$ cat src/include/crcb_regs.svh
`ifndef CRCB_REGS_SVH
`define CRCB_REGS_SVH

// ****************************************************************
// register addresses on the special-function register port
// ****************************************************************
`define CRCB_ADDR_CTRL 8'h91
`define CRCB_ADDR_DATA 8'h92
`define CRCB_ADDR_RES_LO 8'h93
`define CRCB_ADDR_RES_HI 8'h94
`define CRCB_ADDR_FLIP 8'h95

// ****************************************************************
// control register fields
// ****************************************************************
`define CRCB_CTRL_SEL 0
`define CRCB_CTRL_INIT 1
`define CRCB_CTRL_BUSY 2

// ****************************************************************
// crc arithmetic, reset values and counts
// ****************************************************************
`define CRCB_POLY 16'h1021
`define CRCB_INIT_ZERO 16'h0000
`define CRCB_INIT_ONES 16'hffff
`define CRCB_ACC_RST 16'h0000
`define CRCB_FLIP_RST 8'h00
`define CRCB_STEP_LAST 3'h7
`define CRCB_REF_IN 8'h63
`define CRCB_REF_OUT 16'hbd35

`endif

$ cat src/include/crcb_pkg.sv
package crcb_pkg;

	typedef logic [7:0] crcb_byte_t;
	typedef logic [15:0] crcb_word_t;

	// engine states
	typedef enum logic [0:0]
	{
		CRCB_IDLE = 1'b0,
		CRCB_SHIFT = 1'b1
	} crcb_state_t;

endpackage

$ cat src/include/crcb_stream_if.sv
`timescale 1ns/1ps

// byte stream with valid and ready
interface crcb_stream_if;
	logic valid;
	logic ready;
	logic [7:0] data;

	modport src
	(
		output valid,
		output data,
		input ready
	);

	modport snk
	(
		input valid,
		input data,
		output ready
	);
endinterface

$ cat src/design/crcb_top.sv
// Function
// - 16-bit crc, msb first, generator polynomial 0x1021
// - first byte starts from selected seed, all zeros or all ones
// - each byte is xored into accumulator upper byte, low byte kept
// - bit step with bit 15 set shifts left then xors polynomial
// - bit step with bit 15 clear only shifts left
// - exactly eight conditional shift steps per input byte
// - seed all ones plus byte 0x63 yields the reference value 0xbd35
// - bit reverse register reads back last written byte mirrored
`timescale 1ns/1ps
`include "crcb_regs.svh"

module crcb_top
	import crcb_pkg::*;
(
	input wire logic clk_in,
	input wire logic nrst_in,
	input wire logic [7:0] sfr_addr_in,
	input wire logic sfr_wr_in,
	input wire logic sfr_rd_in,
	input wire logic [7:0] sfr_wdata_in,
	output logic [7:0] sfr_rdata_out,
	output logic sfr_rvalid_out,
	output logic crc_in_ready_out
);
	crcb_stream_if wr_s();
	crcb_stream_if rd_s();

	crcb_state_t state_reg;
	crcb_state_t state_next;
	crcb_word_t acc_reg;
	crcb_word_t acc_next;
	logic [2:0] step_reg;
	logic [2:0] step_next;
	logic sel_reg;
	logic sel_next;
	crcb_byte_t flip_reg;
	crcb_byte_t flip_next;
	crcb_byte_t flip_rev;
	logic pend_reg;
	logic pend_next;
	crcb_byte_t pend_addr_reg;
	crcb_byte_t pend_addr_next;
	crcb_byte_t rdata_reg;
	crcb_byte_t rdata_next;
	logic rvalid_reg;
	logic rvalid_next;
	logic init_wr;
	logic busy;
	logic res_addr;
	logic answer;

	// ****************************************************************
	// byte buffer
	// ****************************************************************
	// a byte write while both entries are held is dropped; software
	// watches the ready pin
	assign wr_s.valid = sfr_wr_in && (sfr_addr_in == `CRCB_ADDR_DATA);
	assign wr_s.data = sfr_wdata_in;
	assign rd_s.ready = (state_reg == CRCB_IDLE) && !init_wr;

	crcb_fifo2 u_fifo
	(
		.clk_in(clk_in),
		.nrst_in(nrst_in),
		.wr_if(wr_s.snk),
		.rd_if(rd_s.src)
	);

	// ****************************************************************
	// crc engine
	// ****************************************************************
	assign init_wr = sfr_wr_in && (sfr_addr_in == `CRCB_ADDR_CTRL)
		&& sfr_wdata_in[`CRCB_CTRL_INIT];

	// one bit step per cycle; a seed write abandons a byte in flight
	always_comb
	begin
		state_next = state_reg;
		acc_next = acc_reg;
		step_next = step_reg;
		if (init_wr)
		begin
			acc_next = sfr_wdata_in[`CRCB_CTRL_SEL] ? `CRCB_INIT_ONES
				: `CRCB_INIT_ZERO;
			state_next = CRCB_IDLE;
		end
		else
		begin
			unique case (state_reg)
				CRCB_IDLE:
				begin
					if (rd_s.valid)
					begin
						acc_next = acc_reg ^ {rd_s.data, 8'h00};
						step_next = 3'h0;
						state_next = CRCB_SHIFT;
					end
				end
				CRCB_SHIFT:
				begin
					if (acc_reg[15])
					begin
						acc_next = {acc_reg[14:0], 1'b0} ^ `CRCB_POLY;
					end
					else
					begin
						acc_next = {acc_reg[14:0], 1'b0};
					end
					step_next = step_reg + 3'h1;
					if (step_reg == `CRCB_STEP_LAST)
					begin
						state_next = CRCB_IDLE;
					end
				end
			endcase
		end
	end

	// engine registers
	always_ff @(posedge clk_in)
	begin
		if (!nrst_in)
		begin
			state_reg <= CRCB_IDLE;
			acc_reg <= `CRCB_ACC_RST;
			step_reg <= 3'h0;
		end
		else
		begin
			state_reg <= state_next;
			acc_reg <= acc_next;
			step_reg <= step_next;
		end
	end

	// ****************************************************************
	// register file
	// ****************************************************************
	// mirrored view of the stored byte
	for (genvar i = 0; i < 8; i++)
	begin : g_rev
		assign flip_rev[i] = flip_reg[7 - i];
	end

	assign busy = (state_reg == CRCB_SHIFT) || rd_s.valid;
	assign res_addr = (pend_addr_reg == `CRCB_ADDR_RES_LO)
		|| (pend_addr_reg == `CRCB_ADDR_RES_HI);
	// result reads wait for the engine; a steady byte stream delays them
	assign answer = pend_reg && (!res_addr || !busy);

	// one read in flight; a second read while one waits is ignored
	always_comb
	begin
		sel_next = sel_reg;
		flip_next = flip_reg;
		pend_next = pend_reg;
		pend_addr_next = pend_addr_reg;
		rdata_next = rdata_reg;
		rvalid_next = 1'b0;
		if (sfr_wr_in && (sfr_addr_in == `CRCB_ADDR_CTRL))
		begin
			sel_next = sfr_wdata_in[`CRCB_CTRL_SEL];
		end
		if (sfr_wr_in && (sfr_addr_in == `CRCB_ADDR_FLIP))
		begin
			flip_next = sfr_wdata_in;
		end
		if (answer)
		begin
			pend_next = 1'b0;
			rvalid_next = 1'b1;
			unique case (pend_addr_reg)
				`CRCB_ADDR_CTRL: rdata_next = {5'h00, busy, 1'b0, sel_reg};
				`CRCB_ADDR_RES_LO: rdata_next = acc_reg[7:0];
				`CRCB_ADDR_RES_HI: rdata_next = acc_reg[15:8];
				`CRCB_ADDR_FLIP: rdata_next = flip_rev;
				default: rdata_next = 8'h00; // unmapped
			endcase
		end
		else if (sfr_rd_in && !pend_reg)
		begin
			pend_next = 1'b1;
			pend_addr_next = sfr_addr_in;
		end
	end

	// register file registers
	always_ff @(posedge clk_in)
	begin
		if (!nrst_in)
		begin
			sel_reg <= 1'b0;
			flip_reg <= `CRCB_FLIP_RST;
			pend_reg <= 1'b0;
			pend_addr_reg <= 8'h00;
			rdata_reg <= 8'h00;
			rvalid_reg <= 1'b0;
		end
		else
		begin
			sel_reg <= sel_next;
			flip_reg <= flip_next;
			pend_reg <= pend_next;
			pend_addr_reg <= pend_addr_next;
			rdata_reg <= rdata_next;
			rvalid_reg <= rvalid_next;
		end
	end

	assign sfr_rdata_out = rdata_reg;
	assign sfr_rvalid_out = rvalid_reg;
	assign crc_in_ready_out = wr_s.ready;

	// ****************************************************************
	// checks
	// ****************************************************************
	// reference byte update, used only by the checks
	function automatic crcb_word_t crc_byte_f(crcb_word_t a, crcb_byte_t b);
		crcb_word_t r;
		r = a ^ {b, 8'h00};
		for (int k = 0; k < 8; k++)
		begin
			r = r[15] ? ({r[14:0], 1'b0} ^ `CRCB_POLY) : {r[14:0], 1'b0};
		end
		return r;
	endfunction

	crcb_word_t chk_acc_reg;
	crcb_byte_t chk_byte_reg;
	logic chk_fresh_reg;
	logic chk_ref_reg;
	logic pop;
	assign pop = rd_s.valid && rd_s.ready;

	// capture of each byte and its starting accumulator
	always_ff @(posedge clk_in)
	begin
		if (!nrst_in)
		begin
			chk_acc_reg <= 16'h0000;
			chk_byte_reg <= 8'h00;
			chk_fresh_reg <= 1'b0;
			chk_ref_reg <= 1'b0;
		end
		else
		begin
			if (pop)
			begin
				chk_acc_reg <= acc_reg;
				chk_byte_reg <= rd_s.data;
				chk_ref_reg <= chk_fresh_reg && (acc_reg == `CRCB_INIT_ONES)
					&& (rd_s.data == `CRCB_REF_IN);
				chk_fresh_reg <= 1'b0;
			end
			if (init_wr)
			begin
				chk_fresh_reg <= sfr_wdata_in[`CRCB_CTRL_SEL];
				chk_ref_reg <= 1'b0;
			end
		end
	end
endmodule

$ cat src/design/crcb_fifo2.sv
`timescale 1ns/1ps

module crcb_fifo2
	import crcb_pkg::*;
(
	input wire logic clk_in,
	input wire logic nrst_in,
	crcb_stream_if.snk wr_if,
	crcb_stream_if.src rd_if
);
	localparam int unsigned DEPTH = 2;

	crcb_byte_t mem_reg [DEPTH];
	crcb_byte_t mem_next [DEPTH];
	logic wptr_reg;
	logic wptr_next;
	logic rptr_reg;
	logic rptr_next;
	logic [1:0] count_reg;
	logic [1:0] count_next;
	logic valid_reg;
	logic ready_reg;
	logic push;
	logic pop;

	// ****************************************************************
	// handshakes
	// ****************************************************************
	assign push = wr_if.valid && ready_reg;
	assign pop = valid_reg && rd_if.ready;
	assign wr_if.ready = ready_reg;
	assign rd_if.valid = valid_reg;
	assign rd_if.data = mem_reg[rptr_reg];

	// ****************************************************************
	// next state
	// ****************************************************************
	// flags come from registers so the block pins see flop outputs
	always_comb
	begin
		mem_next = mem_reg;
		wptr_next = wptr_reg;
		rptr_next = rptr_reg;
		count_next = count_reg;
		if (push)
		begin
			mem_next[wptr_reg] = wr_if.data;
			wptr_next = ~wptr_reg;
		end
		if (pop)
		begin
			rptr_next = ~rptr_reg;
		end
		if (push && !pop)
		begin
			count_next = count_reg + 2'h1;
		end
		else if (pop && !push)
		begin
			count_next = count_reg - 2'h1;
		end
	end

	// registers only
	always_ff @(posedge clk_in)
	begin
		if (!nrst_in)
		begin
			mem_reg <= '{default: 8'h00};
			wptr_reg <= 1'b0;
			rptr_reg <= 1'b0;
			count_reg <= 2'h0;
			valid_reg <= 1'b0;
			ready_reg <= 1'b0;
		end
		else
		begin
			mem_reg <= mem_next;
			wptr_reg <= wptr_next;
			rptr_reg <= rptr_next;
			count_reg <= count_next;
			valid_reg <= (count_next != 2'h0);
			ready_reg <= (count_next != 2'h2);
		end
	end

endmodule

$ cat config.mk
export PLATFORM = sky130hd
export DESIGN_NAME = crcb_top
export DESIGN_NICKNAME = d
export VERILOG_FILES = /design/src/include/crcb_pkg.sv /design/src/include/crcb_stream_if.sv /design/src/design/crcb_top.sv /design/src/design/crcb_fifo2.sv
export VERILOG_INCLUDE_DIRS = /design/src /design/src/include
export SDC_FILE = /design/constraint.sdc
export NUM_CORES = 1
export LEC_CHECK = 0
export BUFFER_PORTS_ARGS = -buffer_cell sky130_fd_sc_hd__buf_2
export CORE_MARGIN = 8
export CORE_UTILIZATION = 25
export DETAILED_ROUTE_END_ITERATION = 10
export GPL_ROUTABILITY_DRIVEN = 0
export SYNTH_ARGS = -nofsm -noshare
export SYNTH_HDL_FRONTEND = slang
export SYNTH_SLANG_ARGS = --single-unit
export TNS_END_PERCENT = 10
$ cat constraint.sdc
create_clock -name clk_in -period 4.5 [get_ports clk_in]
set_input_delay 0.225 -clock clk_in [delete_from_list [all_inputs] [get_ports clk_in]]
set_output_delay 0.225 -clock clk_in [all_outputs]
set_load 0.02 [all_outputs]
---- Word level (Yosys, flattened, before mapping) ----
Cells that the tools add are included.
word-level totals
  bits in registers ....................... 69
  input bits .............................. 20
  output and inout bits ................... 10
cells by class
  add/subtract/negate cells ............... 3
  magnitude comparators ................... 3
  eq/ne operators ......................... 11
  mux-type cells .......................... 20
  bitwise logic cells ..................... 10
  reductions and logical operators ........ 26
operator list
  cell                                                    number
  equality test 8 bit (second input constant)             7
  2-to-1 mux 16 bit                                       3
  2-to-1 mux 8 bit                                        4
  case mux 16 bit (2 select lines)                        1
  case mux 8 bit (4 select lines)                         1
  bitwise mux 16 bit                                      1
  XOR 16 bit                                              1
  2-to-1 mux 13 bit                                       1
  logical AND 1 bit                                       12
  demux 8 bit (select 1 bit)                              1
  zero test 1 bit                                         6
  NOT 1 bit                                               6
  case mux 3 bit (2 select lines)                         1
  >= comparator 2 bit (second input constant)             2
  2-to-1 mux 2 bit                                        2
  NOT 1 -> 2 bit                                          2
  AND reduction 2 bit                                     2
  OR reduction 2 bit                                      2
  adder 3 x 1 -> 3 bit (second input constant)            1
  equality test 3 bit (second input constant)             1
  logical OR 1 bit                                        3
  2-to-1 mux 1 bit                                        3
  2-to-1 mux 3 bit                                        1
  inequality test 3 x 2 -> 1 bit (second input constant)  1
  other kinds (8)                                         8

---- Longest topological paths before layout ----
  depth after elaboration ................. 10
  gate-level depth with buffers ........... 6

---- By module ----
Synthesis repeated with hierarchy kept, for this count alone.
second synthesis, totals
  cells, all modules ...................... 344
  area, all modules ....................... 3,264.4 sq um
by module, submodules not included
  module      instances  cells an instance  area each (sq um)  seq. area each (sq um)
  crcb_top    1          244                2,273.4            940.9
  crcb_fifo2  1          100                991.0              440.4

---- Worst setup path before layout ----
Ideal clock, no wire load.
  path type ............................... input to register
  start ................................... input port sfr_addr_in[3]
  end ..................................... register u_fifo.mem_reg[11] (netlist name)
  arrival ................................. 1.742 ns
  data required time ...................... 4.372 ns
  setup slack ............................. 2.630 ns
  cell stages on the path ................. 5
  path buffers ............................ 1
  cells stage by stage .................... or4b_1 > buf_4 > nor4_4 > mux2i_1 > nor2_1
between the ends
  word-level cells in the longest chain between the ends .. 3
RTL lines
  what                           RTL line          RTL
  start, declared                crcb_top.sv:18    input wire logic [7:0] sfr_addr_in,
  equality test 8 bit (no line)  -
  logical AND 1 bit              crcb_top.sv:58    assign wr_s.valid = sfr_wr_in && (sfr_addr_in == `CRCB_ADDR_DATA);
  logical AND 1 bit              crcb_fifo2.sv:29  assign push = wr_if.valid && ready_reg;
  end signal, assigned           crcb_fifo2.sv:78  mem_reg <= mem_next;
  end, declared                  crcb_fifo2.sv:13  crcb_byte_t mem_reg [DEPTH];
Every way passes these cells.
A chain may end at the register's enable or synchronous reset.

---- Final worst setup path ----
  start ................................... register state_reg
  end ..................................... register rdata_reg[6] (netlist: sfr_rdata_out[6])
between the ends
  word-level cells in the longest chain between the ends .. 4
RTL lines
  what                    RTL line         RTL
  start, declared         crcb_top.sv:29   crcb_state_t state_reg;
  start signal, assigned  crcb_top.sv:131  state_reg <= state_next;
  logical OR 1 bit        crcb_top.sv:146  assign busy = (state_reg == CRCB_SHIFT) || rd_s.valid;
  zero test 1 bit         crcb_top.sv:150  assign answer = pend_reg && (!res_addr || !busy);
  logical OR 1 bit        crcb_top.sv:150
  logical AND 1 bit       crcb_top.sv:150
  end signal, assigned    crcb_top.sv:206  rdata_reg <= rdata_next;
  end, declared           crcb_top.sv:44   crcb_byte_t rdata_reg;
Every way passes these cells.

==> results.json <==
{
  "status": "finished, final reports clean",
  "critPathKind": "reg -> reg",
  "fin_area_um2": 3906,
  "rsz0062_at_grt": "false",
  "syn2layout_area_growth_pct": 19.02,
  "finalHoldViolCount": 0,
  "syn_inst": 350,
  "drive_gt1_frac": 0.1680,
  "power_density_nw_per_um2": 495.8,
  "tightest_slew_ps": 1147,
  "grtUsageTotal": 0.09691,
  "grt_first_pass_wirelength_um": 12990,
  "final_nets": 392,
  "synth_cell_type_count": 47,
  "synth_flop_cell": "dfxtp_1",
  "synth_edf_count": 0,
  "drt_first_iter_violations": 147,
  "dieWidth_um": 130.6,
  "setup_tns_ps": 0,
  "rows": 42,
  "root_buffer": "clkbuf_16",
  "core_area_um2": 13030,
  "worst_skew_pair.late_latency_ps": 330,
  "final_common_cell": "dfxtp_1",
  "reg2reg_slack_ps": 2190,
  "io_pins": 30,
  "totalWireLength_um": 7850,
  "initial_core_util": 0.2518,
  "finalSetupViolations": 0,
  "routedWlPerCell_um": 14.25,
  "slew_viol_final": 0,
  "hpwl_um": 5696,
  "multiInputGateArea_um2": 1794,
  "hp-class": "in -> reg",
  "portBuffers": 29,
  "worst-endpoint-required_ps": 4770,
  "regArea_um2": 1381,
  "synth_warnings": 0,
  "cp_max_fo": 33,
  "clock_path_buffers": 2,
  "final.setup.worst_slack_ps": 2193,
  "use_met3": 0.03653,
  "syn_nets": 372,
  "cap_viol_max_count": 0,
  "clock-sinks": 69,
  "layout_common_cells": "69 x dfxtp_1, 36 x mux2i_1, 31 x nor2_1, 30 x a21oi_1, 29 x buf_2",
  "dp_slack_ps": 2131,
  "cts_resized": 0,
  "antenna_left": 0,
  "dieArea_um2": 17050,
  "grt_pass1_vias": 2550,
  "arrival_ps": 2580,
  "maxClockFrequency_ghz": 0.4335,
  "slew_headroom": 0.2340,
  "met2_usage": 0.1461,
  "post_cts_buffers": 0,
  "num_vias": 2623,
  "finClkSkew_ps": 6.439,
  "grt_max_degree": 49,
  "grt_overflow": 0,
  "start_kind": "flip-flop",
  "antenna_found_initial": 1,
  "async_reset_ff_frac": 0,
  "cts_buffers": 9,
  "cts_tree": "done",
  "yosysSeqAreaShare": 0.4209,
  "die_h_um": 130.6,
  "period_minus_slack_ps": 2307,
  "place_area_um2": 3571,
  "met1_usage": 0.1223,
  "holdBufCountCts": 0,
  "cts_max_level": 3,
  "clk_pin_slew_worst_paths_ps": 60,
  "power.leakage_nw": 1.462,
  "cp-end-kind": "flip-flop",
  "num_antenna_cells": 0,
  "vdd_drop_max_mv": 0.1967,
  "drc": 0,
  "vias_per_cell": 4.760,
  "ys_seq_elements": 69,
  "syn_area_um2": 3282,
  "fin_crit_sh": 0.5126,
  "dr.pass1.iters": 4,
  "busiest_layer": "met2",
  "fillers": 1414,
  "syn_area_per_cell_um2": 9.377
}
==> worst paths after layout <==
kind                                        from                              to  cells after the start
hold reg to reg   u_fifo.mem_reg[2]$_SDFFE_PN0P_  u_fifo.mem_reg[2]$_SDFFE_PN0P_                      2
hold / removal                         sfr_rd_in           pend_reg$_SDFFE_PP0P_                      2
setup reg to reg            state_reg$_SDFF_PP0_   sfr_rdata_out[6]$_SDFFE_PN0P_                      4
setup / recovery            state_reg$_SDFF_PP0_   sfr_rdata_out[6]$_SDFFE_PN0P_                      4
==> through the flow <==
step	hold WS, ps	util	power, mW	cells
floorplan	335.2	-	1.071	350
finish	114.5	0.2997	1.937	551
CTS	109.9	0.2997	1.950	551
detailed placement	446.3	0.2740	1.170	535
global placement	441.0	0.2740	1.159	535
global route	112.7	0.2997	2.026	551
==> per-layer routing <==
layer / part of all wire / vias up / wire length (µm)
li1: - / 1320 / -
met1: 0.48 / 1221 / 3784
met2: 0.44 / 67 / 3419
met3: 0.066 / 13 / 521
met4: 0.015 / 2 / 115
met5: 0.0013 / - / 10
==> area by class of cell <==
class	instances	share of cell area
Multi-Input combinational cell	254	0.4593
Clock inverter	5	0.02114
Tap cell	176	0.05637
Sequential cell	69	0.3536
Timing Repair Buffer	30	0.03908
Clock buffer	11	0.06470
Inverter	6	0.005766
==> where the power goes <==
group	total, mW	internal, mW	switching, mW
registers	0.812	0.682	0.131
logic	0.350	0.179	0.171
clock network	0.775	0.515	0.260
total	1.94	1.38	0.561
==> synth_stat cells (2+ instances only) <==
cell      instances  area share
dfxtp_1          69        0.42
mux2i_1          36        0.11
nor2_1           31       0.035
a21oi_1          30       0.046
nand2_1          23       0.026
a22o_1           20       0.053
clkbuf_1         17       0.019
o21ai_0          13       0.020
nand3_1          12       0.018
xnor2_1          12       0.032
nand2b_1         10       0.019
mux2_2            9       0.031
o311ai_0          8       0.021
inv_1             6      0.0069
and3b_1           5       0.013
nor2b_1           4      0.0076
a31oi_1           3      0.0057
nand3b_1          3      0.0069
nor4_1            3      0.0057
o31ai_1           3      0.0069
a311oi_2          2      0.0092
buf_1             2      0.0023
ha_1              2      0.0076
nand4_1           2      0.0038
nor4b_2           2      0.0092
or3_1             2      0.0038
==> critical path, cell delays in order (launching register included) <==
cell and delay [ps]:
dfxtp_1 1080, or2_2 260, o2111ai_1 160, a21oi_1 520, a22o_1 230
==> cell families (layout without fill, tap and decap cells) <==
logic type               count (synthesis)  count (layout)  share of synthesized area
adder cells (fa/ha/maj)                  2               2                   0.007624
AO/OA/AOI/OAI                           87              87                     0.1826
AND/OR/NAND/NOR                        107             107                     0.1811
multiplexers                            45              45                     0.1407
flip-flops                              69              69                     0.4209
buffers and inverters                   27              52                    0.03241
XOR/XNOR                                13              13                    0.03469
Note: power is estimated with default switching activity, not from simulation.
